**config.mk**
```make
export PLATFORM = sky130hd
export DESIGN_NAME = fdoc_top
export DESIGN_NICKNAME = d
export VERILOG_FILES = /design/src/fdoc_pkg.sv /design/src/fdoc_top.sv
export VERILOG_INCLUDE_DIRS = /design/src /design/src/src
export SDC_FILE = /design/constraint.sdc
export NUM_CORES = 1
export LEC_CHECK = 0
export BUFFER_PORTS_ARGS = -buffer_cell sky130_fd_sc_hd__buf_4
export CAP_MARGIN = 40
export CORE_MARGIN = 3
export CORE_UTILIZATION = 49
export CTS_CLUSTER_SIZE = 40
export DETAILED_ROUTE_END_ITERATION = 10
export MAX_ROUTING_LAYER = met4
export PLACE_DENSITY = 0.85
export SYNTH_ARGS = -nofsm -noshare
export SYNTH_HDL_FRONTEND = slang
export SYNTH_SLANG_ARGS = --single-unit
export TNS_END_PERCENT = 30
```
**constraint.sdc**
```tcl
create_clock -name clk -period 3.38 [get_ports clk]
set_input_delay 0.338 -clock clk [delete_from_list [all_inputs] [get_ports clk]]
set_output_delay 0.338 -clock clk [all_outputs]
set_load 0.03 [all_outputs]
```
**src/fdoc_map.svh**
```systemverilog
/*
 * register offsets, field positions, reset values and timing counts of the
 * floppy drive output control block.
 * assumes a byte-wide register set on an avalon-mm byte-addressed bus.
 */
`ifndef FDOC_MAP_SVH
`define FDOC_MAP_SVH

// printed register indices (byte address is four times the index)
`define FDOC_IDX_STATUS_B 10'h3F1
`define FDOC_IDX_DRV_CTRL 10'h3F2
`define FDOC_IDX_TAPE_SEL 10'h3F3
`define FDOC_IDX_DIG_IN 10'h3F7
`define FDOC_ADDR_W 12

// drive output control field positions
`define FDOC_DOC_SEL_LO 0
`define FDOC_DOC_RST_N 2
`define FDOC_DOC_DMA_EN 3
`define FDOC_DOC_MTR_LO 4

// reset values
`define FDOC_DOC_RESET 8'h00
`define FDOC_TSS_RESET 2'h0

// least software reset pulse
`define FDOC_SRST_MIN_NS 100
`define FDOC_CLK_NS 8
`define FDOC_SRST_CYC ((`FDOC_SRST_MIN_NS + `FDOC_CLK_NS - 1) / `FDOC_CLK_NS)

`endif

```
**src/fdoc_pkg.sv**
```systemverilog
/*
 * types of the floppy drive output control block.
 * assumes fdoc_map.svh for numeric constants.
 */
package fdoc_pkg;

  // register set layout chosen by strapping
  typedef enum logic [1:0] {
    fdoc_mode_basic,
    fdoc_mode_extended,
    fdoc_mode_alternate
  } fdoc_mode_t;

  // bus answer sequencing
  typedef enum logic [0:0] {
    fdoc_bus_idle,
    fdoc_bus_ack
  } fdoc_bus_t;

  typedef struct packed {
    fdoc_bus_t bus;
    logic [7:0] doc;
    logic [1:0] tss;
    logic [7:0] rdata;
    logic [7:0] rd_tri;
    logic wg_sync1;
    logic wg_sync2;
    logic wg_last;
    logic rd_sync1;
    logic rd_sync2;
    logic rd_last;
    logic wd_sync1;
    logic wd_sync2;
    logic wd_last;
    logic wg_latch;
    logic rd_latch;
    logic wd_latch;
    logic rd_tog;
    logic wd_tog;
    logic [3:0] rst_cnt;
    logic ctl_rst;
  } fdoc_state_t;

endpackage

```
**src/fdoc_top.sv**
```systemverilog
/*
 * floppy drive output control: drive output control register, tape select
 * store, disk status b and the drive select / motor decode.
 * the block answers every register access after one wait cycle, keeps the
 * drive output control and tape select through a soft reset, and stretches
 * the controller reset so that two back-to-back writes still give a pulse
 * long enough for the core.
 * the status b layout, the decode style and the drive swap come from strap
 * inputs; the read data and ctl_reset are registered, the drive pins are decoded
 * combinationally from the stored register.
 * assumes an avalon-mm master on clk, synchronous drive-side inputs and a
 * core outside that uses ctl_reset and the dma pin enables.
 * assumes the strap inputs stay still while the bus is busy; a strap that
 * moves mid-read may mix two layouts in one status value.
 * assumes the pads outside turn avs_readdata_tri into per-bit bus floats.
 */
// Our own choice: the Avalon-MM register port.
// Summary of operation
// - extended mode: status b bit 7 always reads one.
// - alternate mode: status b shows active-low selects 2,3,0,1 in bits 0,1,5,6.
// - alternate mode: status b bit 7 follows second-drive-present pin.
// - alternate mode: bit 2 latches write gate rise, cleared by input read.
// - alternate mode: bit 3 latches read data fall, cleared by input read.
// - alternate mode: bit 4 latches write data fall, ungated, cleared likewise.
// - drive output control clears on hardware reset, kept through soft reset.
// - drive output control is writable at any time and reads back.
// - bits 1:0 encode which one of four drives is selected.
// - bit 2 low holds controller reset; other registers untouched.
// - soft reset lasts at least 100 ns; back-to-back toggling works.
// - basic/alternate: bit 3 enables dma and interrupt pins, else floated.
// - extended mode: dma and interrupt pins always enabled, even in reset.
// - bits 7:4 drive motor outputs 3:0, one means active.
// - tape select stores two bits, unused inside, kept through soft reset.
// - tape select read in normal mode floats data bits 7:2.
// - internal decode: coded select low only with its motor bit set.
// - internal swapped decode: drives 0 and 1 exchange selects and motors.
// - external decode: selects carry code bits, motor 0 low if selected on.
// - external swapped decode: codes 00 and 01 exchanged on selects.
// - status b readable in extended mode, floats in basic mode.
// - extended mode: status b bit 5 mirrors select code bit 0.
// - extended mode: bits 3 and 4 toggle on read/write data falls.
`timescale 1ns/1ns
`default_nettype none
`include "fdoc_map.svh"

module fdoc_top
(
  // clock and reset
  input wire logic clk,
  input wire logic srst,
  // avalon-mm slave
  input wire logic [`FDOC_ADDR_W-1:0] avs_address,
  input wire logic avs_read,
  input wire logic avs_write,
  input wire logic [31:0] avs_writedata,
  output logic [31:0] avs_readdata,
  output logic avs_waitrequest,
  output logic [7:0] avs_readdata_tri,
  // configuration straps
  input wire fdoc_pkg::fdoc_mode_t cfg_mode,
  input wire logic cfg_ext_decode,
  input wire logic cfg_swap01,
  // drive interface
  input wire logic write_gate,
  input wire logic read_data_n,
  input wire logic write_data_n,
  input wire logic second_drive_present_n,
  output logic drive_sel_out_0_n,
  output logic drive_sel_out_1_n,
  output logic drive_sel_out_2_n,
  output logic drive_sel_out_3_n,
  output logic motor_out_0_n,
  output logic motor_out_1_n,
  output logic motor_out_2_n,
  output logic motor_out_3_n,
  // core control
  output logic ctl_reset,
  output logic dma_pin_enable,
  output logic dma_in_enable
);

  fdoc_pkg::fdoc_state_t s_reg;
  fdoc_pkg::fdoc_state_t s_next;
  logic [9:0] idx;
  logic hit_sb;
  logic hit_doc;
  logic hit_tss;
  logic hit_dir;
  logic dir_read;
  logic [1:0] code;
  logic [3:0] mtr;
  logic [3:0] sel_n;
  logic [3:0] int_sel_n;
  logic [7:0] sb_val;
  logic [7:0] rd_mux;
  logic [7:0] rd_float;
  // mode and bus phase helpers
  logic mode_basic;
  logic mode_alt;
  logic bus_first;
  logic bus_last;
  // one-cycle edge strobes from the synchronised drive lines
  logic wg_rise;
  logic rd_inact;
  logic wd_inact;
  // per-drive decode terms
  logic [3:0] drv_hit;
  logic [3:0] drv_on;
  logic [1:0] ext_code;
  logic ext_mtr_n;

  // word index from byte address
  assign idx = avs_address[`FDOC_ADDR_W-1:2];
  assign hit_sb = (idx == `FDOC_IDX_STATUS_B);
  assign hit_doc = (idx == `FDOC_IDX_DRV_CTRL);
  assign hit_tss = (idx == `FDOC_IDX_TAPE_SEL);
  assign hit_dir = (idx == `FDOC_IDX_DIG_IN);
  // answer taken in the ack cycle only, so side effects fire once
  assign dir_read = avs_read && hit_dir && bus_last;

  // mode decode, extended is everything that is neither of the others
  assign mode_basic = (cfg_mode == fdoc_pkg::fdoc_mode_basic);
  assign mode_alt = (cfg_mode == fdoc_pkg::fdoc_mode_alternate);

  // bus phases: first cycle takes the request, second answers it
  assign bus_first = (s_reg.bus == fdoc_pkg::fdoc_bus_idle);
  assign bus_last = (s_reg.bus == fdoc_pkg::fdoc_bus_ack);

  // edge strobes; the data lines are active low, so inactive means rising
  assign wg_rise = s_reg.wg_sync2 && !s_reg.wg_last;
  assign rd_inact = s_reg.rd_sync2 && !s_reg.rd_last;
  assign wd_inact = s_reg.wd_sync2 && !s_reg.wd_last;

  // motor bits and select code
  assign code = s_reg.doc[`FDOC_DOC_SEL_LO+1:`FDOC_DOC_SEL_LO];
  assign mtr = s_reg.doc[`FDOC_DOC_MTR_LO+3:`FDOC_DOC_MTR_LO];

  // internal decode: coded drive only when its motor bit is on
  genvar g;
  generate
    for (g = 0; g < 4; g++)
    begin : g_sel
      // pins 0 and 1 answer each other's code when swapped, pins 2 and 3
      // never move; the motor bit follows the code, not the pin
      if (g < 2)
      begin : g_low
        assign drv_hit[g] = cfg_swap01 ? (code == 2'(g ^ 1)) :
          (code == 2'(g));
        assign drv_on[g] = cfg_swap01 ? mtr[g ^ 1] : mtr[g];
      end
      else
      begin : g_high
        assign drv_hit[g] = (code == 2'(g));
        assign drv_on[g] = mtr[g];
      end
      // a coded drive with its motor off stays deselected
      assign int_sel_n[g] = !(drv_hit[g] && drv_on[g]);
    end
  endgenerate

  // external decoder code: swap exchanges only codes 00 and 01
  always_comb
  begin
    ext_code = code;
    case (code)
      2'b00:
        if (cfg_swap01)
          ext_code = 2'b01;
      2'b01:
        if (cfg_swap01)
          ext_code = 2'b00;
      default:
        ext_code = code;
    endcase
  end

  // one shared motor line, low only while the coded drive runs; pins 2 and
  // 3 are not wired to the external decoder and stay inactive
  assign ext_mtr_n = !mtr[code];

  // pin decode per mode
  always_comb
  begin
    // internal decode: every motor pin follows its own bit, motor pins 0 and 1 exchange bits when swapped
    sel_n = int_sel_n;
    motor_out_2_n = !mtr[2];
    motor_out_3_n = !mtr[3];
    motor_out_0_n = !(cfg_swap01 ? mtr[1] : mtr[0]);
    motor_out_1_n = !(cfg_swap01 ? mtr[0] : mtr[1]);
    if (cfg_ext_decode)
    begin
      // external decode: two code lines feed a decoder outside
      sel_n = {2'b11, ext_code};
      motor_out_1_n = 1'b1;
      motor_out_0_n = ext_mtr_n;
      motor_out_2_n = 1'b1;
      motor_out_3_n = 1'b1;
    end
  end

  assign drive_sel_out_0_n = sel_n[0];
  assign drive_sel_out_1_n = sel_n[1];
  assign drive_sel_out_2_n = sel_n[2];
  assign drive_sel_out_3_n = sel_n[3];

  // status b contents per mode
  always_comb
  begin
    sb_val = 8'h00;
    if (mode_alt)
    begin
      // alternate layout: select pins, latches and the second drive pin
      sb_val[0] = sel_n[2];
      sb_val[1] = sel_n[3];
      sb_val[5] = sel_n[0];
      sb_val[6] = sel_n[1];
      sb_val[2] = s_reg.wg_latch;
      sb_val[3] = s_reg.rd_latch;
      sb_val[4] = s_reg.wd_latch;
      sb_val[7] = second_drive_present_n;
    end
    else
    begin
      // extended layout: mirrors of the register and toggles
      sb_val[7] = 1'b1;
      sb_val[6] = 1'b1;
      sb_val[5] = code[0];
      sb_val[4] = s_reg.wd_tog;
      sb_val[3] = s_reg.rd_tog;
      sb_val[2] = s_reg.wg_sync2;
      sb_val[1] = mtr[1];
      sb_val[0] = mtr[0];
    end
  end

  // read mux; unmapped reads return zero
  always_comb
  begin
    rd_mux = 8'h00;
    rd_float = 8'h00;
    if (hit_sb)
    begin
      rd_mux = sb_val;
      // basic mode keeps the whole byte off the bus
      if (mode_basic)
        rd_float = 8'hFF;
    end
    else if (hit_doc)
    begin
      rd_mux = s_reg.doc;
    end
    else if (hit_tss)
    begin
      // only the two select bits exist, the rest of the byte floats
      rd_mux = {6'h00, s_reg.tss};
      rd_float = 8'hFC;
    end
  end

  // one register update process for all state
  always_comb
  begin
    s_next = s_reg;
    // synchronisers, first stage read only by second
    s_next.wg_sync1 = write_gate;
    s_next.wg_sync2 = s_reg.wg_sync1;
    s_next.wg_last = s_reg.wg_sync2;
    s_next.rd_sync1 = read_data_n;
    s_next.rd_sync2 = s_reg.rd_sync1;
    s_next.rd_last = s_reg.rd_sync2;
    s_next.wd_sync1 = write_data_n;
    s_next.wd_sync2 = s_reg.wd_sync1;
    s_next.wd_last = s_reg.wd_sync2;
    // digital input read clears, a same-cycle edge wins
    if (dir_read)
    begin
      s_next.wg_latch = 1'b0;
      s_next.rd_latch = 1'b0;
      s_next.wd_latch = 1'b0;
    end
    // write gate latch, set on the line becoming active
    if (wg_rise)
    begin
      s_next.wg_latch = 1'b1;
    end
    // read data latch and toggle share one strobe
    if (rd_inact)
    begin
      s_next.rd_latch = 1'b1;
      s_next.rd_tog = !s_reg.rd_tog;
    end
    // write data counts whether or not the gate is open
    if (wd_inact)
    begin
      s_next.wd_latch = 1'b1;
      s_next.wd_tog = !s_reg.wd_tog;
    end
    // bus: one wait cycle, then answer
    s_next.bus = fdoc_pkg::fdoc_bus_idle;
    if ((avs_read || avs_write) && bus_first)
    begin
      s_next.bus = fdoc_pkg::fdoc_bus_ack;
    end
    // read data is captured in the wait cycle so it stands when answered
    if (avs_read && bus_first)
    begin
      s_next.rdata = rd_mux;
      s_next.rd_tri = rd_float;
    end
    // writes land in the answer cycle only, so each takes effect once
    if (avs_write && bus_last)
    begin
      if (hit_doc)
      begin
        s_next.doc = avs_writedata[7:0];
      end
      if (hit_tss)
      begin
        s_next.tss = avs_writedata[1:0];
      end
    end
    // controller reset stretched to the least pulse width; a bit written
    // low and high again in back-to-back writes still gives a full pulse
    if (!s_next.doc[`FDOC_DOC_RST_N])
    begin
      s_next.rst_cnt = 4'(`FDOC_SRST_CYC);
    end
    else if (s_reg.rst_cnt != 4'h0)
    begin
      s_next.rst_cnt = s_reg.rst_cnt - 4'h1;
    end
    s_next.ctl_rst = !s_next.doc[`FDOC_DOC_RST_N] || (s_next.rst_cnt != 4'h0);
  end

  // state register; soft reset never touches doc or tss
  always_ff @(posedge clk)
  begin
    if (srst)
    begin
      s_reg <= '0;
      s_reg.doc <= `FDOC_DOC_RESET;
      s_reg.tss <= `FDOC_TSS_RESET;
      s_reg.ctl_rst <= 1'b1;
      s_reg.rst_cnt <= 4'(`FDOC_SRST_CYC);
      // data lines idle high; starting their flops low would fake an edge
      s_reg.rd_sync1 <= 1'b1;
      s_reg.rd_sync2 <= 1'b1;
      s_reg.rd_last <= 1'b1;
      s_reg.wd_sync1 <= 1'b1;
      s_reg.wd_sync2 <= 1'b1;
      s_reg.wd_last <= 1'b1;
    end
    else
      s_reg <= s_next;
  end

  // bus answer
  // waitrequest only in the first cycle, so every access costs two cycles
  assign avs_waitrequest = (avs_read || avs_write) && bus_first;
  // read data and float mask come from flops and stand until the next read
  assign avs_readdata = {24'h000000, s_reg.rdata};
  assign avs_readdata_tri = s_reg.rd_tri;

  // core reset and dma pin enables
  assign ctl_reset = s_reg.ctl_rst;
  // extended mode keeps the pins alive even while the enable bit is clear
  assign dma_pin_enable = (cfg_mode == fdoc_pkg::fdoc_mode_extended) ||
    s_reg.doc[`FDOC_DOC_DMA_EN];
  assign dma_in_enable = dma_pin_enable;

endmodule
`default_nettype wire

```
==> impl_metrics.ini <==
[drt]
vias = 1798
drt_iter0_markers = 141
ant_nets = 0
remaining_drc_errors = 0
wl_per_cell_um = 13.3
viasPerCell = 5.18
drt-pass1-iter-count = 4
wirelength_um = 4600

[timing]
finClkSkew_ns = 0.00724
period_needed_ns = 2.12
fin_hold_ws_ns = 0.224
min_period_over_period = 0.628
setup_tns_ns = 0
fmax_ghz = 0.471
worst_pin_slew_ns = 0.805
setup-violations-final = 0
hold_viol = 0
slew_headroom = 0.459
final-max-slew-violation-count = 0
rsz0062_at_grt = no

[worst_setup_path]
r2r_cells = 4
r2r_start = bus_last
end_kind = primary output
critPathCapture = motor_out_0_n
r2r-end = s_reg[2]
crit_path_start_kind = flip-flop
path_max_fanout = 12
rrSetupSlack_ns = 1.85
cp_data_required_time_ns = 3.04
arrival_ns = 1.78
critical_path_class = reg -> out
crit_start = code[0]

[grt]
grt_max_degree = 38
grt_pass1_vias = 1719
grt.total_usage = 0.187
overflow = 0
grt_pass1_wl_um = 7580
antenna_found_initial = 0

[min_path]
hold_depth = 2
hp-class = in -> reg

[floorplan]
start_util = 0.526
chipWidth_um = 72.7
die_area_um2 = 5280
io_pins = 108
fp.dieH_um = 72.7
core_area_um2 = 4140
rows = 23

[place]
dp.cells = 339
placed_area_um2 = 2420
placement.io_buffers = 57
gp_congestion = 0.876
place_hpwl_um = 3490

[synthesis]
synth_xor_area_frac = 0.0121
ys_warn_count = 0
synth_top_area_frac = 0.368
yosysUniqueCellTypes = 43
syn-cell-area_um2 = 2180
synth_seq_cells = 40
synth_edf_count = 0
yosysMostFrequentCell = buf_4
synth-adder-area-share = 0.00574
synth_compound_area_frac = 0.113
synth.area.mux_share = 0.0764
synth_cells = 258
post-synth-top-area-cell = dfxtp_1
synth_top_family_by_area = simple AND/OR/NAND/NOR gates
yosys.area_share.simple = 0.250
ys.flop_type = dfxtp_1
avgSynthCellArea_um2 = 8.44
synth_commonest_cells = buf_4, dfxtp_1, nor2_1, nand2_1, nand2b_1
seq_area_frac_synth = 0.368
synth-async-reset-ratio = 0
synthTopCellsByArea = dfxtp_1, buf_4, mux2i_1

[clock_tree]
cts.sinks = 40
clockBufferDepth = 2
cts_setup_buffers = 0
clk_pin_slew_ns = 0.08
numCtsBuffers = 5
post_cts_resized = 0
ctsHoldBuffers = 0
clock_latency_ns = 0.29
root_buffer = clkbuf_8
cts_max_level = 2
cts_tree = built

[cells_and_area]
diodes = 0
syn_to_final_growth_pct = 16.1
post-route-cell-area_um2 = 2530
final_cell_count_no_fill = 347
drive_above_1_share = 0.263
layout.nets = 353
largest_reg_flops = 16

[outcome]
status = finished, final reports clean

[power]
leakage_nw = 1.04
switching_share = 0.269
intPower_mw = 0.760
powerDensity_nw_per_um2 = 411
pwr-share-clk = 0.370
combPwrFrac = 0.158
p_total_mw = 1.04
power_frac_seq = 0.472
power.switching_mw = 0.280
ir_drop_mv = 0.331

[run]
maxCapViolCount = 0
[per-layer routing]
| metal | track usage | vias to the layer above | wire length [um] |
|---|---|---|---|
| met2 | 0.285 | 82 | 2170 |
| met5 | - | - | 0 |
| met4 | 0.0902 | 0 | 93 |
| met1 | 0.222 | 810 | 1940 |
| met3 | 0.0620 | 13 | 398 |
| li1 | - | 893 | - |
[worst min path at each step]
| stage | from | to |
|---|---|---|
| finish | read_data_n | s_next[14] |
| global route | write_data_n | s_next[11] |
| CTS | read_data_n | s_next[14] |
| detailed placement | s_next[11] | s_next[10] |
| global placement | s_next[14] | s_next[13] |
| floorplan | s_next[11] | s_next[10] |
[power by group through the flow]
| stage | Clock [mW] | Sequential, mW | Combinational [mW] |
|---|---|---|---|
| after floorplan | 0 | 0.500 | 0.141 |
| after global placement | 0 | 0.501 | 0.162 |
| after detailed placement | 0 | 0.502 | 0.164 |
| after CTS | 0.394 | 0.491 | 0.165 |
| after global routing | 0.415 | 0.493 | 0.177 |
| final | 0.385 | 0.491 | 0.164 |
[critical path, cell delays in order (launching register included)]
cell	delay (ns)
dfxtp_1	0.59
mux4_2	0.56
a21oi_1	0.16
buf_4	0.18
[logic make-up after synthesis]
kind of cell | after synthesis
adders and majority gates | 1
other | 1
buffers and inverters | 59
AOI/OAI and AO/OA | 36
muxes | 15
and+or+nand+nor | 103
xor gates and xnor gates | 3
DFF | 40
[cell usage in the layout (no fill, tap or decap), drive strengths merged, types with 5 or more instances in the layout]
cell type and instances:
conb 24, buf 59, nor2b 10, clkbuf 6, inv 8, nand3 8, nor3 9, nor2 29
nand2b 12, dfxtp 40, a21oi 10, o211ai 5, or2 6, nand2 15, o21ai 5, mux2i 11
[final cells by class]
class	instances	area, um2
timing repair buffer	59	440
fill	388	1620
clock inverter	2	35.0
sequential	40	801
tap	50	62.6
clock buffer	6	72.6
inverter	8	30.0
multi-input combinational	182	1090
[stage by stage]
stage | util | worst slack, ns
after floorplan | - | 1.50
after global placement | 0.583 | 1.16
after detailed placement | 0.584 | 1.27
after CTS | 0.610 | 1.25
after global routing | 0.610 | 1.15
final | 0.610 | 1.26
Note: power is estimated with default switching activity, not from simulation.
